$ cat src/logic/xfer_status_defs.svh
// Purpose: offsets, field positions, reset values and codes of the transfer status block
// Assumes: byte addresses on an 8-bit register port, 32-bit data
// Notes:   definitions only
`ifndef XFER_STATUS_DEFS_SVH
`define XFER_STATUS_DEFS_SVH

// ==========================================================================
// register map
`define TS_OFFSET        8'h14
`define IRQ_STAT_OFFSET  8'h30
`define IRQ_MASK_OFFSET  8'h34
`define TS_RESET         32'h0000_0000

// ==========================================================================
// field layout of transfer_status
`define TS_KIND_LSB      0
`define TS_STATE_LSB     2
`define TS_CAUSE_LSB     4
`define TS_FRAME_LSB     7
`define TS_LEN_LSB       9
`define TS_DUAL_BIT      29

// ==========================================================================
// controller state codes and length limit
`define ST_CODE_IDLE     2'h0
`define ST_CODE_BUSY     2'h1
`define ST_CODE_DONE     2'h2
`define ST_CODE_ABORT    2'h3
`define LEN_MAX          11'h7FF
`define LEN_ZERO         11'h000

// ==========================================================================
// interrupt status bits
`define IRQ_DONE_BIT     0
`define IRQ_ABORT_BIT    1

`endif

$ cat src/logic/xfer_status_pkg.sv
// Purpose: shared types of the transfer status block
// Assumes: nothing beyond the defs header
// Notes:   field encodings are fixed by the register layout
package xfer_status_pkg;

  // ==========================================================================
  // field encodings
  typedef enum logic [1:0] {
    KIND_MASTER_WRITE   = 2'h0,
    KIND_MASTER_READ    = 2'h1,
    KIND_SLAVE_RECEIVE  = 2'h2,
    KIND_SLAVE_TRANSMIT = 2'h3
  } kind_t;

  typedef enum logic [2:0] {
    CAUSE_ADDRESS_NOT_ACKED = 3'h0,
    CAUSE_DATA_NOT_ACKED    = 3'h1,
    CAUSE_ARBITRATION_LOST  = 3'h3,
    CAUSE_EARLY_START_ERROR = 3'h4,
    CAUSE_EARLY_STOP_ERROR  = 3'h5,
    CAUSE_LENGTH_OVERFLOW   = 3'h6
  } cause_t;

  typedef enum logic [1:0] {
    FRAME_NORMAL                = 2'h0,
    FRAME_GENERAL_CALL          = 2'h1,
    FRAME_HARDWARE_GENERAL_CALL = 2'h2
  } frame_t;

  // ==========================================================================
  // controller phase machine
  typedef enum logic [1:0] {
    PH_IDLE,
    PH_BUSY,
    PH_DONE,
    PH_ABORT
  } phase_t;

endpackage

$ cat src/logic/xfer_evt_if.sv
// Purpose: events from the status core to the length counter and interrupt logic
// Assumes: all signals on mclk_i
// Notes:   pulses are one cycle wide
`timescale 1ns/10ps
`default_nettype none

interface xfer_evt_if;
  logic                  clear_p;
  logic                  byte_p;
  logic                  zero_len;
  xfer_status_pkg::kind_t kind;
  logic [10:0]           len;
  logic                  length_overflow_p;
  logic                  done_p;
  logic                  abort_p;

  modport core (output clear_p, output byte_p, output zero_len, output kind,
                output done_p, output abort_p, input len, input length_overflow_p);
  modport cnt  (input clear_p, input byte_p, input zero_len, input kind,
                output len, output length_overflow_p);
  modport irq  (input done_p, input abort_p);
endinterface

`default_nettype wire

$ cat src/logic/i2c_transfer_status.sv
// Purpose: read-only transfer status of the two-wire controller
// Assumes: engine events are one-cycle pulses on mclk_i
// Notes:   registers reached over a plain strobe port
//
// Local design decisions: the address map and the address-and-strobe port.
`include "xfer_status_defs.svh"
`timescale 1ns/10ps
`default_nettype none

module i2c_transfer_status (
  // clock and reset
  input  wire logic        mclk_i,
  input  wire logic        rst_b_i,
  // register port
  input  wire logic [7:0]  addr_i,
  input  wire logic [31:0] wdata_i,
  input  wire logic        wr_i,
  input  wire logic        rd_i,
  output logic      [31:0] rdata_o,
  // engine events
  input  wire logic        xfer_start_i,
  input  wire logic [1:0]  xfer_kind_i,
  input  wire logic [1:0]  frame_type_i,
  input  wire logic        xfer_end_i,
  input  wire logic        byte_done_i,
  input  wire logic        byte_busy_i,
  input  wire logic        address_not_acked_i,
  input  wire logic        data_not_acked_i,
  input  wire logic        arbitration_lost_i,
  input  wire logic        start_cond_i,
  input  wire logic        stop_cond_i,
  input  wire logic        bus_error_i,
  input  wire logic        addr_match_i,
  input  wire logic        second_address_hit_i,
  // configuration
  input  wire logic        auto_general_call_mode_i,
  input  wire logic        controller_active_i,
  // outputs to engine and system
  output logic             rx_nack_o,
  output logic             irq_o
);

  typedef struct packed {
    xfer_status_pkg::phase_t phase;
    xfer_status_pkg::kind_t  kind;
    xfer_status_pkg::cause_t cause;
    xfer_status_pkg::frame_t frame;
    logic                    zero_len;
    logic                    dual;
    logic                    nack_req;
    logic                    done_p;
    logic                    abort_p;
    logic [31:0]             rdata;
  } core_state_t;

  core_state_t st_r;
  core_state_t st_nxt;

  xfer_evt_if evt ();

  logic [1:0]  irq_stat;
  logic [1:0]  irq_mask;
  logic        irq_w;
  logic [1:0]  state_code;
  logic [2:0]  cause_view;
  logic [31:0] ts_word;
  logic        busy;
  logic        is_master;
  logic        abort_now;
  xfer_status_pkg::cause_t abort_cause;

  // ==========================================================================
  // submodules
  xfer_len_counter u_len (
    .mclk_i  (mclk_i),
    .rst_b_i (rst_b_i),
    .evt     (evt)
  );

  xfer_irq_ctrl u_irq (
    .mclk_i    (mclk_i),
    .rst_b_i   (rst_b_i),
    .evt       (evt),
    .stat_wr_i (wr_i && addr_i == `IRQ_STAT_OFFSET),
    .mask_wr_i (wr_i && addr_i == `IRQ_MASK_OFFSET),
    .wdata_i   (wdata_i[1:0]),
    .stat_o    (irq_stat),
    .mask_o    (irq_mask),
    .irq_o     (irq_w)
  );

  // events toward counter and interrupt logic
  // a start refused while busy or disabled must not wipe the running count
  assign evt.clear_p  = xfer_start_i && !busy && controller_active_i;
  assign evt.byte_p   = byte_done_i && busy;
  assign evt.zero_len = st_r.zero_len;
  assign evt.kind     = st_r.kind;
  assign evt.done_p   = st_r.done_p;
  assign evt.abort_p  = st_r.abort_p;

  // ==========================================================================
  // field views
  assign busy      = st_r.phase == xfer_status_pkg::PH_BUSY;
  assign is_master = !st_r.kind[1];

  // phase to state code
  always_comb begin
    unique case (st_r.phase)
      xfer_status_pkg::PH_IDLE:  state_code = `ST_CODE_IDLE;
      xfer_status_pkg::PH_BUSY:  state_code = `ST_CODE_BUSY;
      xfer_status_pkg::PH_DONE:  state_code = `ST_CODE_DONE;
      xfer_status_pkg::PH_ABORT: state_code = `ST_CODE_ABORT;
    endcase
  end

  // stale cause hidden so software never misreads it
  assign cause_view = (st_r.phase == xfer_status_pkg::PH_ABORT) ? st_r.cause : 3'h0;

  // reserved ranges are constant zero
  assign ts_word = {2'h0, st_r.dual, 9'h000, evt.len, st_r.frame, cause_view,
                    state_code, st_r.kind};

  // ==========================================================================
  // abort detection, master causes for master kinds, slave causes for slave kinds
  always_comb begin
    abort_now   = 1'b0;
    abort_cause = xfer_status_pkg::CAUSE_ADDRESS_NOT_ACKED;
    if (is_master) begin
      if (address_not_acked_i) begin
        abort_now   = 1'b1;
        abort_cause = xfer_status_pkg::CAUSE_ADDRESS_NOT_ACKED;
      end else if (data_not_acked_i && st_r.kind == xfer_status_pkg::KIND_MASTER_WRITE) begin
        abort_now   = 1'b1;
        abort_cause = xfer_status_pkg::CAUSE_DATA_NOT_ACKED;
      end else if (arbitration_lost_i) begin
        abort_now   = 1'b1;
        abort_cause = xfer_status_pkg::CAUSE_ARBITRATION_LOST;
      end
    end else begin
      if (start_cond_i && byte_busy_i) begin
        abort_now   = 1'b1;
        abort_cause = xfer_status_pkg::CAUSE_EARLY_START_ERROR;
      end else if (stop_cond_i && byte_busy_i) begin
        abort_now   = 1'b1;
        abort_cause = xfer_status_pkg::CAUSE_EARLY_STOP_ERROR;
      end else if (evt.length_overflow_p) begin
        abort_now   = 1'b1;
        abort_cause = xfer_status_pkg::CAUSE_LENGTH_OVERFLOW;
      end
    end
  end

  // ==========================================================================
  // next state of the status core
  always_comb begin
    st_nxt         = st_r;
    st_nxt.done_p  = 1'b0;
    st_nxt.abort_p = 1'b0;
    st_nxt.rdata   = 32'h0000_0000;

    // phase machine
    unique case (st_r.phase)
      xfer_status_pkg::PH_IDLE,
      xfer_status_pkg::PH_DONE,
      xfer_status_pkg::PH_ABORT: begin
        if (xfer_start_i) begin
          st_nxt.phase    = xfer_status_pkg::PH_BUSY;
          st_nxt.kind     = xfer_status_pkg::kind_t'(xfer_kind_i);
          st_nxt.cause    = xfer_status_pkg::CAUSE_ADDRESS_NOT_ACKED;
          st_nxt.nack_req = 1'b0;
          st_nxt.frame    = (xfer_kind_i == xfer_status_pkg::KIND_SLAVE_RECEIVE) ?
                            xfer_status_pkg::frame_t'(frame_type_i) :
                            xfer_status_pkg::FRAME_NORMAL;
          st_nxt.zero_len = auto_general_call_mode_i &&
                            xfer_kind_i == xfer_status_pkg::KIND_SLAVE_RECEIVE &&
                            frame_type_i == xfer_status_pkg::FRAME_GENERAL_CALL;
        end
      end
      xfer_status_pkg::PH_BUSY: begin
        if (abort_now) begin
          st_nxt.phase   = xfer_status_pkg::PH_ABORT;
          st_nxt.cause   = abort_cause;
          st_nxt.done_p  = 1'b1;
          st_nxt.abort_p = 1'b1;
          if (abort_cause == xfer_status_pkg::CAUSE_LENGTH_OVERFLOW) begin
            st_nxt.nack_req = 1'b1;
          end
        end else if (xfer_end_i) begin
          st_nxt.phase  = xfer_status_pkg::PH_DONE;
          st_nxt.done_p = 1'b1;
        end
      end
    endcase

    // a disabled controller holds no transfer
    if (!controller_active_i) begin
      st_nxt.phase    = xfer_status_pkg::PH_IDLE;
      st_nxt.nack_req = 1'b0;
    end

    // nack request ends with the frame
    if (stop_cond_i || start_cond_i) begin
      st_nxt.nack_req = 1'b0;
    end

    // address flag: match wins over a start, stop or bus-error clear in the same cycle; a disabled controller clears it
    if (stop_cond_i || start_cond_i || bus_error_i || !controller_active_i) begin
      st_nxt.dual = 1'b0;
    end
    if (addr_match_i && controller_active_i) begin
      st_nxt.dual = second_address_hit_i;
    end

    // register read, data stand one cycle after the strobe
    if (rd_i) begin
      unique case (addr_i)
        `TS_OFFSET:       st_nxt.rdata = ts_word;
        `IRQ_STAT_OFFSET: st_nxt.rdata = {30'h0000_0000, irq_stat};
        `IRQ_MASK_OFFSET: st_nxt.rdata = {30'h0000_0000, irq_mask};
        default:          st_nxt.rdata = 32'h0000_0000;
      endcase
    end
  end

  // ==========================================================================
  // state register; writes to the status word have no path here
  always_ff @(posedge mclk_i or negedge rst_b_i) begin
    if (!rst_b_i) begin
      st_r       <= '0;
      st_r.rdata <= `TS_RESET;
    end else begin
      st_r <= st_nxt;
    end
  end

  assign rdata_o   = st_r.rdata;
  assign rx_nack_o = st_r.nack_req;
  assign irq_o     = irq_w;
endmodule

`default_nettype wire

$ cat src/logic/xfer_irq_ctrl.sv
// Purpose: sticky event bits, mask and level interrupt
// Assumes: write one to clear, same layout for mask
// Notes:   a new event wins over a clear in the same cycle
`include "xfer_status_defs.svh"
`timescale 1ns/10ps
`default_nettype none

module xfer_irq_ctrl (
  // clock and reset
  input  wire logic       mclk_i,
  input  wire logic       rst_b_i,
  // event carrier
  xfer_evt_if.irq         evt,
  // register access
  input  wire logic       stat_wr_i,
  input  wire logic       mask_wr_i,
  input  wire logic [1:0] wdata_i,
  output logic      [1:0] stat_o,
  output logic      [1:0] mask_o,
  output logic            irq_o
);

  typedef struct packed {
    logic [1:0] stat;
    logic [1:0] mask;
    logic       irq;
  } irq_state_t;

  irq_state_t st_r;
  irq_state_t st_nxt;
  logic [1:0] ev;

  // ==========================================================================
  // set wins over clear so no event is lost
  always_comb begin
    ev                  = 2'h0;
    ev[`IRQ_DONE_BIT]   = evt.done_p;
    ev[`IRQ_ABORT_BIT]  = evt.abort_p;
    st_nxt              = st_r;
    st_nxt.stat         = (st_r.stat & ~(stat_wr_i ? wdata_i : 2'h0)) | ev;
    if (mask_wr_i) begin
      st_nxt.mask = wdata_i;
    end
    st_nxt.irq = |(st_nxt.stat & st_nxt.mask);
  end

  always_ff @(posedge mclk_i or negedge rst_b_i) begin
    if (!rst_b_i) begin
      st_r <= '0;
    end else begin
      st_r <= st_nxt;
    end
  end

  assign stat_o = st_r.stat;
  assign mask_o = st_r.mask;
  assign irq_o  = st_r.irq;
endmodule

`default_nettype wire

$ cat src/logic/xfer_len_counter.sv
// Purpose: byte count of the current transfer
// Assumes: byte pulses only while a transfer runs
// Notes:   overflow pulse one cycle after the refused byte
`include "xfer_status_defs.svh"
`timescale 1ns/10ps
`default_nettype none

module xfer_len_counter (
  // clock and reset
  input  wire logic mclk_i,
  input  wire logic rst_b_i,
  // event carrier
  xfer_evt_if.cnt   evt
);

  typedef struct packed {
    logic [10:0] len;
    logic        length_overflow;
  } cnt_state_t;

  cnt_state_t st_r;
  cnt_state_t st_nxt;

  // ==========================================================================
  // count bytes moved, with the per-kind limit handling
  always_comb begin
    st_nxt      = st_r;
    st_nxt.length_overflow = 1'b0;
    if (evt.clear_p) begin
      st_nxt.len = `LEN_ZERO;
    end else if (evt.byte_p && !evt.zero_len) begin
      if (st_r.len != `LEN_MAX) begin
        st_nxt.len = st_r.len + 11'h001;
      end else if (evt.kind == xfer_status_pkg::KIND_SLAVE_TRANSMIT) begin
        st_nxt.len = `LEN_ZERO;
      end else if (evt.kind == xfer_status_pkg::KIND_SLAVE_RECEIVE) begin
        st_nxt.length_overflow = 1'b1;
      end
    end
  end

  always_ff @(posedge mclk_i or negedge rst_b_i) begin
    if (!rst_b_i) begin
      st_r <= '0;
    end else begin
      st_r <= st_nxt;
    end
  end

  assign evt.len    = st_r.len;
  assign evt.length_overflow_p = st_r.length_overflow;
endmodule

`default_nettype wire

$ cat config.mk
export PLATFORM = sky130hd
export DESIGN_NAME = i2c_transfer_status
export DESIGN_NICKNAME = d
export VERILOG_FILES = /design/src/logic/xfer_status_pkg.sv /design/src/logic/xfer_evt_if.sv /design/src/logic/i2c_transfer_status.sv /design/src/logic/xfer_irq_ctrl.sv /design/src/logic/xfer_len_counter.sv
export VERILOG_INCLUDE_DIRS = /design/src /design/src/logic
export SDC_FILE = /design/constraint.sdc
export NUM_CORES = 1
export LEC_CHECK = 0
export ABC_AREA = 1
export BUFFER_PORTS_ARGS = -buffer_cell sky130_fd_sc_hd__buf_4
export CAP_MARGIN = 10
export CORE_UTILIZATION = 50
export CTS_CLUSTER_DIAMETER = 60
export CTS_CLUSTER_SIZE = 20
export DETAILED_ROUTE_END_ITERATION = 6
export PLACE_DENSITY_LB_ADDON = 0.08
export SYNTH_ARGS = -nofsm -noshare
export SYNTH_HDL_FRONTEND = slang
export SYNTH_SLANG_ARGS = --single-unit
$ cat constraint.sdc
create_clock -name mclk_i -period 2.05 [get_ports mclk_i]
set_input_delay 0 -clock mclk_i [delete_from_list [all_inputs] [get_ports mclk_i]]
set_output_delay 0 -clock mclk_i [all_outputs]
set_load 0.02 [all_outputs]
==> Word level (Yosys, flattened, before mapping) <==
Index checks and enable logic that the tools add are counted.
{ "op_classes": {"addsub": 1, "multipliers": 0, "reduce_logical": 30, "n_lt_le_gt_ge": 0, "bitwise_logic": 4, "n_eq_ne": 19, "shifts": 0, "muxes": 48, "n_div": 0} }
{ "ops": {"columns": ["op", "n"], "rows": [
  ["30-bit one-hot mux with 3 select lines", 1],
  ["11-bit two-way mux", 3],
  ["30-bit two-way mux", 1],
  ["1-bit two-way mux", 21],
  ["2-bit two-way mux", 10],
  ["3-bit two-way mux", 6],
  ["8-bit by 6-bit equality test with 1-bit output, second input constant", 2],
  ["1-bit logical AND", 12],
  ["12-bit two-way mux", 1],
  ["11-bit by 1-bit adder with 11-bit output, second input constant", 1],
  ["11-bit != test, second input constant", 1],
  ["2-bit equality test, second input constant", 5],
  ["10-bit two-way mux", 1],
  ["8-bit by 5-bit equality test with 1-bit output, second input constant", 1],
  ["4-bit by 2-bit != test with 1-bit output, second input constant", 2],
  ["2-bit one-hot mux with 4 select lines", 1],
  ["2-bit AND reduction", 4],
  ["3-bit one-hot mux with 2 select lines", 1],
  ["2-bit bitwise AND", 2],
  ["2-bit by 1-bit equality test with 1-bit output, second input constant", 2],
  ["2-bit logical NOT", 2],
  ["4-bit by 3-bit != test with 1-bit output, second input constant", 1],
  ["4-bit != test, second input constant", 1],
  ["2-bit one-hot mux with 2 select lines", 1],
  ["other kinds (14)", 19]
]} }
{ "totals": {"out_inout_bits": 34, "mem_count": 0, "ramBits": 0, "ff_bits": 63, "word_cells": 117, "latch_bits": 0, "rom_bits": 0, "input_bits": 62} }

==> Logic depth before layout (Yosys ltp) <==
Gate-level depths: netlist of run 1.
{ "depth": {"ltp_word": 11, "mapped_depth": 9, "mapped_depth_nobuf": 9} }

==> By module <==
From an unflattened synthesis of run 1, not the netlist that was laid out.
{ "hier_totals": {"hier_cells": 339, "hier_area_um2": 2773.9} }
{ "by_module_without_submodules": {"columns": ["mod", "instances", "area_per_inst_um2", "seq_area_each_um2", "cells_each"], "rows": [
  ["i2c_transfer_status", 1, 1813.0, 875.8, 213],
  ["xfer_len_counter", 1, 763.2, 300.3, 103],
  ["xfer_irq_ctrl", 1, 197.7, 125.1, 23]
]} }

==> Worst setup path before layout of run 1 <==
No wires, ideal clock.
{ "synth_path": {"path_type": "flip-flop to flip-flop", "start": "register u_len.st_r, in the netlist u_len.evt.len[0]", "end": "register u_len.st_r, in the netlist u_len.evt.len[2]", "setup_ns": 0.065, "slack_ns": 0.670, "synth_period_minus_slack_ns": 1.380, "stages_incl_launch_ff": 9, "path_buffers": 1, "t_arrival_ns": 1.315, "required_time_ns": 1.985, "cell_sequence": "dfrtp_1 > ha_1 > nand3_2 > nor2_4 > nand3_4 > nand2_4 > buf_8 > nand4_1 > nand2_1"} }
{ "synth_between": {"elab_chain_len": 4, "elab_cells_between_ends": 7, "classes_between": "add/sub (1); eq/ne (1); mux (3); reduce/logical (2)"} }
{ "synth_lines": {"columns": ["element", "line", "rtl"], "rows": [
  ["start, declared", "xfer_len_counter.sv:21", "cnt_state_t st_r;"],
  ["start signal, assigned", "xfer_len_counter.sv:46", "st_r <= st_nxt;"],
  ["11-bit by 1-bit adder with 11-bit output / 11-bit != test (equally long branches)", null, null],
  ["11-bit two-way mux", "xfer_len_counter.sv:32", "if (st_r.len != `LEN_MAX) begin"],
  ["12-bit two-way mux", "xfer_len_counter.sv:31", "end else if (evt.byte_p && !evt.zero_len) begin"],
  ["11-bit two-way mux", "xfer_len_counter.sv:29", "if (evt.clear_p) begin"]
]} }
Parallel ways exist; a longest one is shown, timed or not. The select of a mux whose other input is x is not followed.
A chain may end at the register's enable or synchronous reset.

==> Final worst setup path of run 1 <==
{ "layout_path": {"start": "input port controller_active_i", "end": "register st_r[35] (netlist name)"} }
{ "layout_between": {"elab_chain_len": 3, "elab_cells_between_ends": 5, "classes_between": "mux (1); reduce/logical (4)"} }
{ "layout_lines": {"columns": ["element", "line", "rtl"], "rows": [
  ["start, declared", "i2c_transfer_status.sv:37", "input wire logic controller_active_i,"],
  ["1-bit logical NOT", "i2c_transfer_status.sv:207", "if (stop_cond_i || start_cond_i || bus_error_i || !controller_active_i) begin"],
  ["1-bit logical OR", "i2c_transfer_status.sv:207", null],
  ["2-bit nonzero test (no line)", null, null],
  ["end signal, assigned", "i2c_transfer_status.sv:232", "st_r <= st_nxt;"],
  ["end, declared", "i2c_transfer_status.sv:56", "core_state_t st_r;"]
]} }
Parallel ways exist; a longest one is shown, timed or not.

==> results of run 1 <==
==> synth_stat cells, drive strengths merged (2+ instances only) <==
library cell / number
inv: 43
nand4: 20
nand3b: 2
nand2: 76
nand3: 33
nor2: 38
o21ai: 14
dfrtp: 52
nor3: 3
buf: 38
==> state kept, by name, summed over array words and instances (netlist names) <==
signal and count:
st_r 8, u_irq.irq_o 1, u_irq.mask_o 2, rdata_o 21, rx_nack_o 1, evt.abort_p 1, u_irq.stat_o 2, evt.done_p 1
evt.kind 2, evt.zero_len 1, u_len.evt.len 11, u_len.evt.length_overflow_p 1
==> power groups by stage <==
stage / clock, mW / combinational, mW / sequential (mW)
3_5_place_dp: 0 / 0.395 / 1.20
3_3_place_gp: 0 / 0.384 / 1.20
5_1_grt: 0.644 / 0.463 / 1.19
4_1_cts: 0.608 / 0.412 / 1.18
6_report: 0.592 / 0.411 / 1.18
2_1_floorplan: 0 / 0.298 / 1.17
==> layer usage <==
layer	track usage [%]	vias to the layer above	share of wire, %
met5	0	-	0
met4	6.79	0	1.3
met3	4.10	7	5.4
met2	30.8	68	45
met1	26.3	993	48
li1	-	1089	-
==> stage by stage <==
stage / hold WS (ns) / instances
3_5_place_dp: 0.0710 / 423
3_3_place_gp: 0.0626 / 423
4_1_cts: 0.00451 / 444
6_report: 0.00911 / 444
5_1_grt: 0.0204 / 444
2_1_floorplan: -0.296 / 337
==> what timing repair did <==
action,CTS,global route
hold endpoints to repair,63,0
setup endpoints to repair,0,0
hold buffers,13,0
==> worst max-delay path by stage <==
stage | start | endpoint | slack (ns) | depth (start not counted)
finish | controller_active_i | st_r[35] | 0.15 | 8
CTS | controller_active_i | st_r[35] | 0.17 | 8
detailed placement | u_len.evt.len[0] | u_len.evt.len[7] | 0.46 | 7
floorplan | u_len.evt.len[0] | u_len.evt.len[2] | 0.67 | 8
global placement | u_len.evt.len[0] | u_len.evt.len[1] | 0.50 | 7
global route | controller_active_i | st_r[35] | 0.03 | 8
==> cells by family (layout without fill, tap and decap cells) <==
| family | count (synthesis) | count (layout) | share of synthesized area (%) |
|---|---|---|---|
| buffers and inverters | 82 | 119 | 16.6 |
| adders and majority gates | 1 | 1 | 0.463 |
| AOI/OAI and AO/OA | 17 | 17 | 3.29 |
| DFF | 52 | 52 | 48.2 |
| and+or+nand+nor | 174 | 174 | 31.3 |
| other | 1 | 11 | 0.139 |
==> area by class of cell <==
type / instances / area [µm²] / share of cell area [%]
Clock buffer: 6 / 82.6 / 2.60
Tap cell: 70 / 87.6 / 2.76
Timing Repair Buffer: 68 / 543 / 17.1
Inverter: 43 / 161 / 5.08
Sequential cell: 52 / 1300 / 41.0
Clock inverter: 2 / 10.0 / 0.315
Multi-Input combinational cell: 203 / 988 / 31.1
==> worst reg2reg max path: cells and delay by family, from the launching register on <==
kind | cells | cell delay [ns]
fa+ha+maj | 1 | 0.29
flops | 1 | 0.45
simple gates | 6 | 0.82
==> results.md, run 1 <==
- The startpoint identified for the worst hold timing path is wr_i.
- For hold timing, the worst endpoint is u_irq.mask_o[1].
- For this design the total switching power over the nets is 663 µW.
- The kind of end point of the critical path is a register.
- Synthesis handed over a netlist of 327 instances.
- Of the available clock period, the critical path in the final layout requires 92.8%.
- The logic gate share of total power is 18.8%.
- The setup TNS is 0 ns.
- The actual slew at the worst max-slew pin is 0.635 ns.
- Entering global routing, the biggest net connects 53 pins.
- The maximum cell stage delay along the critical path is 0.58 ns.
- The share of layout cells above drive strength 1 is 21.4%.
- The most prevalent standard cell on the critical path is sky130_fd_sc_hd__dlygate4sd3_1.
- The clock skew after layout is 0.00800 ns.
- The worst vdd rail ir drop is 0.373 mV.
- The number of clock sinks is 52.
- The ratio of total power to cell area is 688 mW/mm².
- Once detail routing completed, the nets flagged for antenna violations numbered 0.
- The final critical delay including setup and external delays is 1.90 ns.
- The post-route core utilization is 61.8%.
- The standard cell area after detailed placement is 0.00295 mm².
- From bottom edge to top edge, the die measures 75.5 µm.
- During I/O placement, the number of pins put on the boundary was 96.
- The number of antenna violations at the first check in global routing is 0.
- The cell area after layout is 0.00317 mm².
- The synthesized area is 0.00270 mm².
- The highest net fanout along the worst path is 8.
- The cell family with the largest share of critical-path delay is buffers and inverters.
- The portion of total power attributed to the clock network is 27.1%.
- The mean cell area of the mapped netlist is 8.26 µm².
- 0 antenna diodes ended up in the layout.
- The H-tree generated during clock tree synthesis spans 2 levels.
- The worst register-to-register path begins at u_len.evt.len[0].
- The final hold violation count is 0.
- Traced cell by cell, the critical path runs through dlygate4sd3_1, buf_4, inv_1, nor4_1, dlygate4sd3_1, nand2_1, nand2_1, dlygate4sd3_1.
- The routed via count is 2157.
- The number of clock buffers added by TritonCTS is 5.
- The number of cells upsized or downsized after cts is 0.
- In this run switching power makes up 30.4% of total power.
- The remaining global-route overflow is 0.
- In this run the biggest area consumer among cell types represents 48.2% of the synthesized area.
- The critical path is of the input pin to register type.
- The later pin in the worst-skew pair is clocked with a latency of 0.30 ns.
- Static timing analysis puts the maximum clock frequency at 526 MHz.
- The register clock-pin slew on the reported worst setup and hold paths is 0.09 ns.
- The number of distinct standard cells referenced by the synthesized netlist is 29.
- The global-route wire length before repair is 8.14 mm.
- The worst-case register-to-register setup slack is 0.43 ns.
- The global-route usage over all layers is 19.3%.
- STA classifies the critical path startpoint as an input pin.
- The effective utilization at floorplan is 52.5%.
- The via count normalized by instance count is 4.86.
- At the end of the flow, the number of nets in the layout was 436.
- Setup repair after global routing left no endpoint under its margin.
- Sequential cells were found to cover 48.2% of the synthesized design area.
- The library cell used most frequently in the layout, excluding fill and tap cells, is sky130_fd_sc_hd__nand2_1.
- The reported max-cap violation count is 0.
- The TritonCTS clock tree is yes.
- The via count of the first global-routing pass is 1874.
- For this run, design rule violations remaining after detail routing come to 0.
- The biggest area contributor in the post-synthesis netlist is sky130_fd_sc_hd__dfrtp_1.
- The floorplan step set the die width to 75.5 µm.
- In the final routed layout, each cell accounts on average for 11.4 µm.
- In the layout the commonest cells are sky130_fd_sc_hd__nand2_1, sky130_fd_sc_hd__buf_4, sky130_fd_sc_hd__dfrtp_1, sky130_fd_sc_hd__inv_1, sky130_fd_sc_hd__nand3_1.
- The area enclosed by the die boundary is 0.00570 mm².
- The sequential fraction of design power is 54.1%.
- The iteration-0 DRC count of the detailed router is 172.
- At the placement stage, the worst setup path has a slack of 0.463 ns.
- The worst reg2reg path endpoint is u_len.evt.len[7].
- The number of flip-flops and latches in the synthesized netlist is 52.
- Summed over all cells, the static leakage comes to 1.65 nW.
- The async set-or-reset flop fraction in the synthesized netlist is 100%.
- The count of pins over their slew limit is 0.
- The maximum buffer depth of the clock tree is 2.
- The count of endpoints failing setup in the final report is 0.
- The post-detailed-routing wire length is 5.05 mm.
- Before antenna repair, the detailed router went through 4 iterations.
- The row count is 26.
- The buffers inserted during post-CTS setup optimization is 0.
- Port buffering added 54 buffers.
- Together, buffers and inverters on the worst path number 5.
- For this run, the leading register cell type out of synthesis is sky130_fd_sc_hd__dfrtp_1.
- During synthesis, Yosys emitted a total of 0 warnings.
- The synthesized design contains 0 enable-type register cells.
- The setup slack after layout is 0.148 ns.
- The worst hold path class is input pin to register.
- The count of fill cells added during filler insertion is 487.
- Compared with the post-synthesis result, the final layout area differs by 17.6%.
- At the end of routability-driven placement, the weighted congestion stood at 0.823.
- CTS placed an instance of sky130_fd_sc_hd__clkbuf_8 at the clock tree root.
- The data arrival time at the worst-slack endpoint is 2.15 ns.
- The number of cells traversed by the worst hold path is 3.
- The overall power after layout is 2.18 mW.
- Ranked by total cell area, the synthesized netlist is headed by sky130_fd_sc_hd__dfrtp_1, sky130_fd_sc_hd__nand2_1, sky130_fd_sc_hd__buf_4.
- The post-detailed-placement half-perimeter wirelength is 3.60 mm.
- The path depth of the worst reg2reg path is 7.
- On the critical path, the stage with the largest delay is an instance of sky130_fd_sc_hd__dlygate4sd3_1.
- The internal portion of the total power is 1.52 mW.
- The flow ran to the end, and the final reports show no timing, DRC or antenna violations.
- The region available for standard cell placement spans 0.00514 mm².
- For the worst setup path, the data required time is 2.30 ns.
- Measured against its own limit, the worst slew margin works out to 57.7%.
No activity file was read; power rests on OpenSTA's default activity.
==> run 2: changes to the inputs <==
--- a/config.mk
+++ b/config.mk
@@ -9,7 +9,7 @@
 export ABC_AREA = 1
 export BUFFER_PORTS_ARGS = -buffer_cell sky130_fd_sc_hd__buf_4
 export CAP_MARGIN = 10
-export CORE_UTILIZATION = 50
+export CORE_UTILIZATION = 29
 export CTS_CLUSTER_DIAMETER = 60
 export CTS_CLUSTER_SIZE = 20
 export DETAILED_ROUTE_END_ITERATION = 6
==> run 2 against run 1 <==
Compared with the run above: global-route usage decreased by 6.3 points; the flow now finishes with violations (DRC); fmax decreased by 0.87%; first-iteration DRC count down 45%; non-clock buffer count up 3; sequential power about the same; routed wire length rose by 17%.
==> results.md, run 2 (synthesis results as in run 1) <==
- The final hold violation count is 0 (unchanged).
- The highest attainable clock frequency came to 521 MHz (-0.87%).
- The final critical delay including setup and external delays is 1.92 ns (+0.0167 ns).
- The overall die height came to 98.5 µm (+30%).
- The DRC violation count after routing is 4 (+4).
- The routed via count is 2163 (+0.28%).
- Relative to the synthesized area, the layout overhead comes to 19.9%.
- The post-detailed-routing wire length came to 5.89 mm (+17%).
- The TritonCTS clock tree is yes.
- Leaving out fill and tap cells, the most frequent cells in the layout are sky130_fd_sc_hd__nand2_1, sky130_fd_sc_hd__buf_4, sky130_fd_sc_hd__dfrtp_1, sky130_fd_sc_hd__inv_1, sky130_fd_sc_hd__nand3_1.
- The clock skew after layout came to 0.00396 ns (-0.00404 ns).
- The buffers inserted during post-CTS setup optimization came to 0 (unchanged).
- The portion of total power attributed to the clock network came to 26.2% (-0.9 points).
- The root buffer selected by CTS is sky130_fd_sc_hd__clkbuf_8.
- The count of fill cells added during filler insertion came to 933 (+92%).
- The ratio of total power to cell area is 671 mW/mm² (-2.5%).
- The via count normalized by instance count is 4.47 (-8.0%).
- The required time of the critical path is 2.29 ns (about the same).
- The design internal power is 1.48 mW (-2.5%).
- The weighted congestion at the end of routability-driven global placement came to 0.759 (-7.8%).
- The largest net degree at the start of global routing is 53 (unchanged).
- The post-route worst hold slack is 0.0246 ns (+0.0155 ns).
- The tightest min-delay check is of the input pin to register type.
- The number of buffers created by CTS came to 5 (unchanged).
- The area enclosed by the die boundary is 0.00970 mm² (+70%).
- The wire length per cell after detailed routing was 12.2 µm (+7.1%).
- The maximum buffer depth of the clock tree is 2 (unchanged).
- The count of pins over their slew limit was 0 (unchanged).
- The worst max-slew margin expressed relative to the limit is 54.9% (-2.7 points).
- The final reports fail on DRC.
- The iteration-0 DRC count of the detailed router is 94 (-45%).
- The number of nets still failing antenna checks after routing came to 0 (unchanged).
- The leakage dissipation is 1.64 nW (-0.24%).
- The effective utilization at floorplan is 30.5% (-22 points).
- The data arrival time at the worst-slack endpoint is 2.16 ns (about the same).
- The global-route usage over all layers came to 13.0% (-6.3 points).
- The library cell used most frequently in the layout, excluding fill and tap cells, is sky130_fd_sc_hd__nand2_1.
- The kind of end point of the critical path is a register.
- The reported max-cap violation count is 0 (unchanged).
- The number of antenna violations at the first check in global routing came to 0 (unchanged).
- The net switching power is 689 µW (+3.9%).
- The register clock-pin slew on the reported worst setup and hold paths is 0.09 ns (about the same).
- The run finished, with violations left.
- The number of antenna diodes is 0 (unchanged).
- The I/O pin count came to 96 (unchanged).
- The insertion delay to the later sink of the worst-skew pair is 0.30 ns (about the same).
- The core area was 0.00885 mm² (+72%).
- The share of layout cells above drive strength 1 is 21.3% (-0.11 points).
- The overall power after layout is 2.17 mW (-0.53%).
- The critical path launch point type is an input pin.
- The row count is 34 (+31%).
- The switching portion of total power is 31.7% (+1.4 points).
- The worst vdd rail ir drop is 0.268 mV (-28%).
- The number of flip-flops in the largest register was 21 (unchanged).
- The number of search-and-repair iterations in the first detailed-routing pass is 7 (+3).
- The via count of the first global-routing pass is 2047 (+9.2%).
- The final period utilization is 93.6% (+0.81 points).
- The net total in the final layout was 439 (+0.69%).
- The global-route wire length before repair was 9.96 mm (+22%).
- The horizontal die dimension is 98.5 µm (+30%).
- The highest net fanout along the worst path is 8 (unchanged).
- The sequential fraction of design power is 54.4% (+0.3 points).
- The post-detailed-placement half-perimeter wirelength was 4.22 mm (+17%).
- The number of levels in the clock H-tree was 2 (unchanged).
- The setup TNS is 0 ns (unchanged).
- Setup repair after global routing left no endpoint under its margin.
- The logic gate share of total power is 19.4% (+0.6 points).
- The number of I/O port buffers came to 54 (unchanged).
- The count of endpoints failing setup in the final report is 0 (unchanged).
- The actual slew at the worst max-slew pin is 0.676 ns (+0.0409 ns).
- The type of the worst setup path is input pin to register.
- The remaining global-route overflow was 0 (unchanged).
- The number of clock sinks came to 52 (unchanged).
==> run 2: changes by cell type in the layout (fill, tap and decap cells not counted) <==
cell / change
sky130_fd_sc_hd__dlygate4sd3_1: +2
sky130_fd_sc_hd__clkinv_2: -1
sky130_fd_sc_hd__buf_4: +1
sky130_fd_sc_hd__clkbuf_8: -1
sky130_fd_sc_hd__clkinvlp_4: +1
==> run 2: what timing repair did <==
| action | 4_1_cts | 5_1_grt |
|---|---|---|
| hold buffers | 15 | 0 |
| hold endpoints to repair | 62 | 0 |
| resized for setup | 0 | 0 |
==> run 2: worst max-delay path, stage by stage <==
cell and delay, ns:
sky130_fd_sc_hd__dlygate4sd3_1 0.53, sky130_fd_sc_hd__buf_4 0.16, sky130_fd_sc_hd__inv_1 0.05, sky130_fd_sc_hd__nor4_1 0.22
sky130_fd_sc_hd__dlygate4sd3_1 0.58, sky130_fd_sc_hd__nand2_1 0.05, sky130_fd_sc_hd__nand2_1 0.05, sky130_fd_sc_hd__dlygate4sd3_1 0.53
==> run 2: through the flow <==
step                      std cells  worst slack (ns)  utilization (%)  area, µm²
final                           484             0.131             36.6       3240
after global routing            484            0.0587             36.6       3240
after CTS                       484             0.174             36.6       3240
after detailed placement        462             0.427             34.0       3010
after global placement          462             0.436             34.0       3010
after floorplan                 337             0.670                -       2740
==> run 2: layout make-up <==
type	instances	area, µm²	share of cell area [%]
Clock buffer	5	68.8	2.13
Clock inverter	2	12.5	0.386
Inverter	43	161	4.98
Multi-Input combinational cell	203	988	30.5
Sequential cell	52	1300	40.2
Tap cell	108	135	4.17
Timing Repair Buffer	71	571	17.6
==> run 2: per-layer routing <==
layer,wire length (µm),vias up,GRT usage (%)
met1,2930,1005,18.2
met3,316,2,2.41
met2,2610,63,20.6
met4,30,0,3.44
li1,-,1093,-
met5,0,-,0
==> run 2: power by group through the flow <==
stage / clock network (mW) / registers, mW / logic, mW
2_1_floorplan: 0 / 1.17 / 0.298
3_3_place_gp: 0 / 1.20 / 0.408
3_5_place_dp: 0 / 1.20 / 0.409
4_1_cts: 0.603 / 1.18 / 0.429
5_1_grt: 0.643 / 1.20 / 0.478
6_report: 0.570 / 1.18 / 0.420
==> run 2: worst paths after layout <==
path / end / slack [ns] / startpoint / depth (start not counted)
setup / recovery: st_r[35] / 0.13 / controller_active_i / 8
hold / removal: u_irq.mask_o[1] / 0.02 / wr_i / 4
setup reg to reg: evt.zero_len / 0.22 / st_r[44] / 8
hold reg to reg: u_irq.stat_o[0] / 0.47 / evt.done_p / 2
max in group asynchronous: rdata_o[11] / 1.32 / rst_b_i / 2
min in group asynchronous: rdata_o[5] / 0.27 / rst_b_i / 2
